[src/cal_pkg.sv]
// package: opcodes, flag positions, cycle counts and carriers for the alu
package cal_pkg;
	// operation codes from the decoder
	typedef enum logic [4:0] {
		CAL_OP_ADD        = 5'h00,
		CAL_OP_ADC        = 5'h01,
		CAL_OP_ADD_IMM_W  = 5'h02,
		CAL_OP_SUB        = 5'h03,
		CAL_OP_SUB_IMM    = 5'h04,
		CAL_OP_SUB_C      = 5'h05,
		CAL_OP_SUB_C_IMM  = 5'h06,
		CAL_OP_SUB_IMM_W  = 5'h07,
		CAL_OP_AND        = 5'h08,
		CAL_OP_AND_IMM    = 5'h09,
		CAL_OP_OR         = 5'h0a,
		CAL_OP_OR_IMM     = 5'h0b,
		CAL_OP_XOR        = 5'h0c,
		CAL_OP_SET_BITS   = 5'h0d,
		CAL_OP_CLR_BITS   = 5'h0e,
		CAL_OP_TEST       = 5'h0f,
		CAL_OP_IJUMP      = 5'h10,
		CAL_OP_INDIRECT_CALL      = 5'h11
	} cal_op_e;

	// status register bit positions
	localparam int CAL_F_C = 0;
	localparam int CAL_F_Z = 1;
	localparam int CAL_F_N = 2;
	localparam int CAL_F_V = 3;
	localparam int CAL_F_S = 4;
	localparam int CAL_F_H = 5;

	// byte, word and counter constants
	localparam logic [7:0] CAL_ALL_ONES = 8'hff;
	localparam logic [7:0] CAL_ZERO8    = 8'h00;
	localparam logic [7:0] CAL_SREG_RST = 8'h00;
	localparam logic [15:0] CAL_PC_RST  = 16'h0000;
	localparam logic [15:0] CAL_PC_STEP = 16'h0001;
	localparam logic [1:0] CAL_CNT_ZERO = 2'h0;
	localparam logic [1:0] CAL_CYC_WORD = 2'h2;
	localparam logic [1:0] CAL_CYC_JMP  = 2'h2;
	localparam logic [1:0] CAL_CYC_CALL = 2'h3;
	localparam logic [1:0] CAL_CNT_ONE  = 2'h1;

	// one request from the decoder and register file
	typedef struct packed {
		cal_op_e    op;
		logic [7:0] dst;
		logic [7:0] src;
		logic [7:0] imm;
		logic [7:0] dst_hi;
		logic [15:0] ptr;
		logic [15:0] pc;
	} cal_req_s;

	// result of one operation
	typedef struct packed {
		logic       wr_lo;
		logic       wr_hi;
		logic [7:0] res_lo;
		logic [7:0] res_hi;
		logic       pc_load;
		logic [15:0] pc_val;
		logic       push;
		logic [15:0] ret_addr;
	} cal_res_s;

	// sequencer states
	typedef enum logic [2:0] {
		CAL_ST_IDLE = 3'b001,
		CAL_ST_BUSY = 3'b010,
		CAL_ST_DONE = 3'b100
	} cal_st_e;
endpackage

[src/cal_byte_alu.sv]
// combinational byte arithmetic and logic unit with flags
`timescale 1ns/1ns
module cal_byte_alu
	import cal_pkg::*;
(
	input  wire cal_op_e    op,
	input  wire logic [7:0] a,
	input  wire logic [7:0] b,
	input  wire logic [7:0] sreg_in,
	output logic      [7:0] res,
	output logic      [7:0] sreg_out
);
	logic [8:0] sum;     // with carry out
	logic [4:0] low;     // nibble for half carry
	logic       cin;     // carry in
	logic       logic_op;

	// compute result and flags
	always_comb begin
		sum = 9'h000;
		low = 5'h00;
		logic_op = 1'b0;
		res = a;
		sreg_out = sreg_in;
		cin = sreg_in[CAL_F_C];
		case (op)
			// additions
			CAL_OP_ADD, CAL_OP_ADC: begin
				if (op == CAL_OP_ADD) begin
					cin = 1'b0;
				end
				sum = {1'b0, a} + {1'b0, b} + {8'h00, cin};
				low = {1'b0, a[3:0]} + {1'b0, b[3:0]} + {4'h0, cin};
				res = sum[7:0];
				sreg_out[CAL_F_C] = sum[8];
				sreg_out[CAL_F_H] = low[4];
				sreg_out[CAL_F_V] = (a[7] == b[7]) && (res[7] != a[7]);
			end
			// subtractions, carry variants borrow too
			CAL_OP_SUB, CAL_OP_SUB_IMM, CAL_OP_SUB_C,
			CAL_OP_SUB_C_IMM: begin
				if (op == CAL_OP_SUB || op == CAL_OP_SUB_IMM) begin
					cin = 1'b0;
				end
				sum = {1'b0, a} - {1'b0, b} - {8'h00, cin};
				low = {1'b0, a[3:0]} - {1'b0, b[3:0]} - {4'h0, cin};
				res = sum[7:0];
				sreg_out[CAL_F_C] = sum[8];
				sreg_out[CAL_F_H] = low[4];
				sreg_out[CAL_F_V] = (a[7] != b[7]) && (res[7] != a[7]);
			end
			// logic family: and, xor, or, clear bits, test
			CAL_OP_AND, CAL_OP_AND_IMM: begin
				res = a & b;
				logic_op = 1'b1;
			end
			CAL_OP_XOR: begin
				res = a ^ b;
				logic_op = 1'b1;
			end
			CAL_OP_OR, CAL_OP_OR_IMM, CAL_OP_SET_BITS: begin
				res = a | b;
				logic_op = 1'b1;
			end
			CAL_OP_CLR_BITS: begin
				res = a & (CAL_ALL_ONES - b);
				logic_op = 1'b1;
			end
			CAL_OP_TEST: begin
				res = a & a;
				logic_op = 1'b1;
			end
			default: begin
				res = a;
			end
		endcase
		if (logic_op) begin
			sreg_out[CAL_F_V] = 1'b0;
		end
		// z and n for all byte ops
		if (op != CAL_OP_IJUMP && op != CAL_OP_INDIRECT_CALL &&
				op != CAL_OP_ADD_IMM_W && op != CAL_OP_SUB_IMM_W) begin
			sreg_out[CAL_F_Z] = (res == CAL_ZERO8);
			sreg_out[CAL_F_N] = res[7];
		end
	end
endmodule

[src/cal_word_unit.sv]
// combinational 16-bit add and subtract immediate on a register pair
`timescale 1ns/1ns
module cal_word_unit
	import cal_pkg::*;
(
	input  wire logic        sub,
	input  wire logic [15:0] pair,
	input  wire logic [7:0]  imm,
	input  wire logic [7:0]  sreg_in,
	output logic      [15:0] res,
	output logic      [7:0]  sreg_out
);
	logic [16:0] ext; // with carry or borrow out

	// word arithmetic and its flags
	always_comb begin
		sreg_out = sreg_in;
		if (sub) begin
			ext = {1'b0, pair} - {9'h000, imm};
			sreg_out[CAL_F_V] = pair[15] & ~ext[15];
		end else begin
			ext = {1'b0, pair} + {9'h000, imm};
			sreg_out[CAL_F_V] = ~pair[15] & ext[15];
		end
		res = ext[15:0];
		sreg_out[CAL_F_C] = ext[16];
		sreg_out[CAL_F_Z] = (res == 16'h0000);
		sreg_out[CAL_F_N] = res[15];
		sreg_out[CAL_F_S] = res[15] ^ sreg_out[CAL_F_V];
	end
endmodule

[src/cal_alu_top.sv]
// execution datapath top: sequencing, flags, register and pc writeback
`timescale 1ns/1ns
module cal_alu_top
	import cal_pkg::*;
(
	input  wire logic       core_clk,    // 250 mhz core clock
	input  wire logic       rst_n,       // async low reset
	input  wire logic       start,       // decoder issues one operation
	input  wire cal_req_s   req,         // operands and operation
	output logic            busy,        // operation in progress
	output logic            done,        // one-cycle completion pulse
	output cal_res_s        result,      // writeback and pc update
	output logic [7:0]      sreg         // status register
);
	// all module state except the reset synchroniser
	typedef struct packed {
		cal_st_e    st;
		logic [1:0] cnt;
		logic       busy;
		logic       done;
		cal_res_s   res;
		cal_res_s   pend;
		logic [7:0] sreg;
		logic [7:0] pend_sreg;
	} cal_state_s;

	cal_state_s  s_r;         // registered state
	cal_state_s  s_nxt;       // next state
	logic [1:0]  rst_sync_r;  // reset release synchroniser
	logic        rst_int_n;   // synchronised reset
	logic [7:0]  b_op;        // second byte operand
	logic [7:0]  byte_res;    // byte result
	logic [7:0]  byte_sreg;   // byte flags
	logic [15:0] word_res;    // word result
	logic [7:0]  word_sreg;   // word flags
	logic        is_sub_w;    // word subtract select

	// release reset through two flip-flops
	always_ff @(posedge core_clk or negedge rst_n) begin
		if (!rst_n) begin
			rst_sync_r <= 2'h0;
		end else begin
			rst_sync_r <= {rst_sync_r[0], 1'b1};
		end
	end
	assign rst_int_n = rst_sync_r[1];

	// choose register or immediate source
	always_comb begin
		case (req.op)
			CAL_OP_SUB_IMM, CAL_OP_SUB_C_IMM, CAL_OP_AND_IMM,
			CAL_OP_OR_IMM, CAL_OP_SET_BITS, CAL_OP_CLR_BITS: begin
				b_op = req.imm;
			end
			default: begin
				b_op = req.src;
			end
		endcase
	end
	assign is_sub_w = (req.op == CAL_OP_SUB_IMM_W);

	// byte unit
	cal_byte_alu cal_byte_alu_inst (
		.op       (req.op),
		.a        (req.dst),
		.b        (b_op),
		.sreg_in  (s_r.sreg),
		.res      (byte_res),
		.sreg_out (byte_sreg)
	);

	// word unit
	cal_word_unit cal_word_unit_inst (
		.sub      (is_sub_w),
		.pair     ({req.dst_hi, req.dst}),
		.imm      (req.imm),
		.sreg_in  (s_r.sreg),
		.res      (word_res),
		.sreg_out (word_sreg)
	);

	// sequencer and writeback
	always_comb begin
		s_nxt = s_r;
		s_nxt.done = 1'b0;
		s_nxt.res = '0;
		case (s_r.st)
			// accept a new operation
			CAL_ST_IDLE: begin
				if (start) begin
					s_nxt.pend = '0;
					s_nxt.pend_sreg = s_r.sreg;
					case (req.op)
						CAL_OP_ADD_IMM_W, CAL_OP_SUB_IMM_W: begin
							s_nxt.pend.wr_lo = 1'b1;
							s_nxt.pend.wr_hi = 1'b1;
							s_nxt.pend.res_lo = word_res[7:0];
							s_nxt.pend.res_hi = word_res[15:8];
							s_nxt.pend_sreg = word_sreg;
							s_nxt.cnt = CAL_CYC_WORD - CAL_CNT_ONE;
						end
						CAL_OP_IJUMP: begin
							s_nxt.pend.pc_load = 1'b1;
							s_nxt.pend.pc_val = req.ptr;
							s_nxt.cnt = CAL_CYC_JMP - CAL_CNT_ONE;
						end
						CAL_OP_INDIRECT_CALL: begin
							s_nxt.pend.pc_load = 1'b1;
							s_nxt.pend.pc_val = req.ptr;
							s_nxt.pend.push = 1'b1;
							s_nxt.pend.ret_addr = req.pc + CAL_PC_STEP;
							s_nxt.cnt = CAL_CYC_CALL - CAL_CNT_ONE;
						end
						CAL_OP_TEST: begin
							s_nxt.sreg = byte_sreg;
							s_nxt.done = 1'b1;
						end
						default: begin
							s_nxt.res.wr_lo = 1'b1;
							s_nxt.res.res_lo = byte_res;
							s_nxt.sreg = byte_sreg;
							s_nxt.done = 1'b1;
						end
					endcase
					if (req.op == CAL_OP_ADD_IMM_W ||
							req.op == CAL_OP_SUB_IMM_W ||
							req.op == CAL_OP_IJUMP ||
							req.op == CAL_OP_INDIRECT_CALL) begin
						s_nxt.st = CAL_ST_BUSY;
						s_nxt.busy = 1'b1;
					end
				end
			end
			// count down the extra cycles
			CAL_ST_BUSY: begin
				if (s_r.cnt == CAL_CNT_ONE) begin
					s_nxt.res = s_r.pend;
					s_nxt.sreg = s_r.pend_sreg;
					s_nxt.done = 1'b1;
					s_nxt.busy = 1'b0;
					s_nxt.st = CAL_ST_IDLE;
					s_nxt.cnt = CAL_CNT_ZERO;
				end else begin
					s_nxt.cnt = s_r.cnt - CAL_CNT_ONE;
				end
			end
			default: begin
				s_nxt.st = CAL_ST_IDLE;
				s_nxt.busy = 1'b0;
			end
		endcase
	end

	// state register
	always_ff @(posedge core_clk or negedge rst_int_n) begin
		if (!rst_int_n) begin
			s_r <= '{st: CAL_ST_IDLE, cnt: CAL_CNT_ZERO, busy: 1'b0,
				done: 1'b0, res: '0, pend: '0, sreg: CAL_SREG_RST,
				pend_sreg: CAL_SREG_RST};
		end else begin
			s_r <= s_nxt;
		end
	end

	// outputs straight from flip-flops
	assign busy = s_r.busy;
	assign done = s_r.done;
	assign result = s_r.res;
	assign sreg = s_r.sreg;
endmodule

[config.mk]
export PLATFORM = sky130hd
export DESIGN_NAME = cal_alu_top
export DESIGN_NICKNAME = d
export VERILOG_FILES = /design/src/cal_pkg.sv /design/src/cal_byte_alu.sv /design/src/cal_word_unit.sv /design/src/cal_alu_top.sv
export SDC_FILE = /design/constraint.sdc
export NUM_CORES = 1
export LEC_CHECK = 0
export ABC_AREA = 1
export BUFFER_PORTS_ARGS = -buffer_cell sky130_fd_sc_hd__buf_2
export CAP_MARGIN = 20
export CORE_ASPECT_RATIO = 0.8
export CORE_MARGIN = 2
export CORE_UTILIZATION = 30
export CTS_CLUSTER_SIZE = 16
export DETAILED_ROUTE_END_ITERATION = 10
export GPL_ROUTABILITY_DRIVEN = 0
export HOLD_SLACK_MARGIN = 0.12
export PLACE_DENSITY = 0.53
export REMOVE_ABC_BUFFERS = 1
export SYNTH_ARGS = -nofsm -noshare
export SYNTH_HDL_FRONTEND = slang
export SYNTH_HIERARCHICAL = 1
export SYNTH_SLANG_ARGS = --single-unit
export TNS_END_PERCENT = 20
[constraint.sdc]
create_clock -name core_clk -period 7.18 [get_ports core_clk]
set_input_delay 0.359 -clock core_clk [delete_from_list [all_inputs] [get_ports core_clk]]
set_output_delay 0.359 -clock core_clk [all_outputs]
set_load 0.03 [all_outputs]
==> metrics.txt <==
CTS tree=done; leakage=around 5.6 nW; Least-Margin Pin Slew=between 0.9 and 1 ns; EDFF count, synth=0; antenna violations before repair=0; number of buffers added on ports=133; r2r endpoint=result[47]; Initial DRT Pass Iterations=5; height of the die=about 160 um; crit path from=req[65]; placed wire-length estimate=around 20 mm; Main synth FF type=dfrtp_1; Fin. Hold Viols=0; largest net degree at the start of global routing=between 60 and 70; routed len/inst=about 15 um; final antenna-violating net count=0; num rows=57; gr usage total=between 10% and 20%; crit path to=sreg[1]; reg2reg path depth=6; worst-path maximum fanout=16; setup TNS=0 ns; post-synthesis sequential area ratio=33.8%; Ys Warns=6; VDD IR-drop max=0.000171 V; Skew-Pair Late Insertion Delay=just over 0.4 ns; layout cells sized above 1=roughly 17%; RSZ-0062 raised after global routing=no; DP Area=around 0.0099 mm^2; WL final=26.7 mm; max-cap violations=0; core region area=0.0306 mm^2; CTS buffer count=17; # diodes=0; Critical Path End Type=flop; crit path kind=in -> reg; Die ar.=approximately 0.033 mm^2; clock-pin slew on the worst setup and hold paths=about 0.060 ns; first-pass GRT wire length=about 44 mm; Arrival @ worst endpoint=approximately 4.4 ns; Post-CTS Setup Repair Bufs=0; die width=roughly 200 um; HP Class=in -> reg; Worst R2R Start=s_r[124]; minimum clock period=between 4 and 5 ns; Post-route DRC=0; Synth Cell Area=0.00941 mm^2; IO Count=around 130; part of the cycle the worst path needs=a little under three fifths; gr ovfl total=0; layout net count=around 1500; via count=~8400; final instance area=roughly 0.011 mm^2; Netlist cell types=between 40 and 50; vias in the first global route=between 8000 and 9000; H-tree depth=4; Fin Clk Skew=around 0.010 ns; clk sinks=127; Gate Count Post-Synth=between 1000 and 1500; fin. max-slew vios=0; run status=finished, final reports clean; starting density of the core=30.8%; number of synthesized register bits=between 100 and 150; Slew headroom=38.6%; maximum buffer depth of the clock tree=2; final setup fails=0; Max Fclk=between 0.2 and 0.25 GHz; syn avg cell area=between 7 and 8 um^2; Initial DRC Count=roughly 600; CTS root buf=clkbuf_16; Power per Cell Area=about 230 mW/mm^2; Worst Path Required=about 7.5 ns; synth-to-layout area growth=11.6%; element type at the critical path start=input port; share of synthesized flip-flops with an asynchronous set or reset=100%; Worst R2R Setup Slack=around 4 ns; routed vias/inst=between 4 and 5
==> cell usage after synthesis, types with 2 or more instances <==
library cell  instances  area (um^2)
o21ai_1              12         60.1
buf_2                12         60.1
and2_1                2         12.5
nor2_2               10         62.6
nand4_1              18          113
nand4_2               3         37.5
inv_1               189          709
o21ai_0              71          355
buf_4                74          556
fa_1                  6          120
nor3_2                2         20.0
nand2_2               9         56.3
nand3b_1             10         75.1
nor3_1                8         40.0
nand3_1             143          716
o211ai_1              7         52.6
a31oi_1               2         12.5
dfrtp_1             126         3150
o22ai_1              19          119
nand2_1             317         1190
or2_1                 4         25.0
nand3_2               8         80.1
clkbuf_1             10         37.5
nor2_8                2         40.0
a21oi_1              43          215
xor2_1                5         43.8
nor2_1              115          432
inv_2                17         63.8
nand2_4               3         33.8
buf_6                 7         78.8
xnor2_1               3         26.3
or2_2                 2         12.5
ha_1                 53          663
==> layout make-up <==
cell class / instances / area, um^2
Tap cell: 413 / 517
Fill cell: 3308 / 20100
Clock inverter: 13 / 140
Timing Repair Buffer: 138 / 718
Multi-Input combinational cell: 888 / 4720
Clock buffer: 19 / 443
Inverter: 207 / 777
Sequential cell: 127 / 3180
==> worst max-delay path, cell delays in order <==
cell	delay (ns)
buf_2	0.23
inv_1	0.14
nor2_2	0.17
nor2_1	0.06
nand2_1	0.05
o211ai_1	0.35
o21ai_0	0.69
inv_1	0.20
fa_1	0.57
inv_1	0.05
ha_1	0.16
inv_1	0.05
nand2_1	0.06
nand2_1	0.08
nand2_1	0.08
nand3_1	0.10
nand3b_1	0.13
nand3_1	0.14
nand3_1	0.08
nor2_1	0.19
nand4_1	0.11
nand2_1	0.07
nand3_1	0.06
o21ai_0	0.09
nand3_1	0.09
nand2_1	0.08
==> cells by family after synthesis <==
kind of cell             after synthesis  share of synthesized area, %
other                                  1                        0.0398
adder cells (fa/ha/maj)               59                          8.32
XOR/XNOR                               8                         0.744
AO/OA/AOI/OAI                        159                          9.08
AND/OR/NAND/NOR                      661                          32.0
flip-flops                           127                          33.8
buffers and inverters                311                          16.1
==> stage by stage <==
step	setup WS, ns	hold WS, ns	utilization, %	power, W	cells
after floorplan	3.38	0.0634	-	0.00136	1222
after detailed placement	2.73	0.146	32.3	0.00162	1771
after global placement	2.84	0.145	32.3	0.00161	1771
after CTS	3.16	0.169	34.3	0.00248	1804
final	3.09	0.188	34.3	0.00245	1805
after global routing	2.62	0.180	34.3	0.00262	1805
==> placed cells by master (no fill, tap or decap), types with 19 or more instances in the layout <==
| cell | n |
|---|---|
| inv_1 | 188 |
| o22ai_1 | 19 |
| a21oi_1 | 43 |
| nor2_1 | 115 |
| o21ai_0 | 71 |
| buf_2 | 133 |
| nand2_1 | 316 |
| dfrtp_1 | 125 |
| nand3_1 | 143 |
| ha_1 | 53 |
==> repair_timing <==
action / CTS / global route
hold endpoints to repair: 2 / 0
resized for setup: 0 / 0
hold buffers: 1 / 0
==> routing by layer <==
layer  share of wire [%]  vias to the layer above  global-route usage (%)
met2                  44                      204                    26.2
met3                 5.0                       35                    3.46
met1                  49                     3942                    22.9
met5                   0                        -                       0
li1                    -                     4246                       -
met4                 2.0                        0                    4.78
==> worst min path at each step <==
stage / cells after the start / slack (ns) / endpoint / start
floorplan: 0 / 0.06 / rst_sync_r[0] / rst_n
finish: 3 / 0.19 / s_r[42] / req[25]
global placement: 1 / 0.14 / rst_sync_r[0] / rst_n
CTS: 3 / 0.17 / s_r[42] / req[25]
detailed placement: 1 / 0.15 / rst_sync_r[0] / rst_n
global route: 3 / 0.18 / s_r[39] / req[22]
==> flip-flops by register name (all words and copies together) (netlist names) <==
signal,cells
busy,1
sreg,8
s_r,63
rst_sync_r,2
done,1
result,52
==> report_power, final <==
group / internal (W) / leakage, nW / switching, W
sequential: 0.000793 / 1.75 / 0.0000498
combinational: 0.000222 / 3.57 / 0.000535
clock: 0.000521 / 0.275 / 0.000331
No activity file was read; power rests on OpenSTA's default activity.
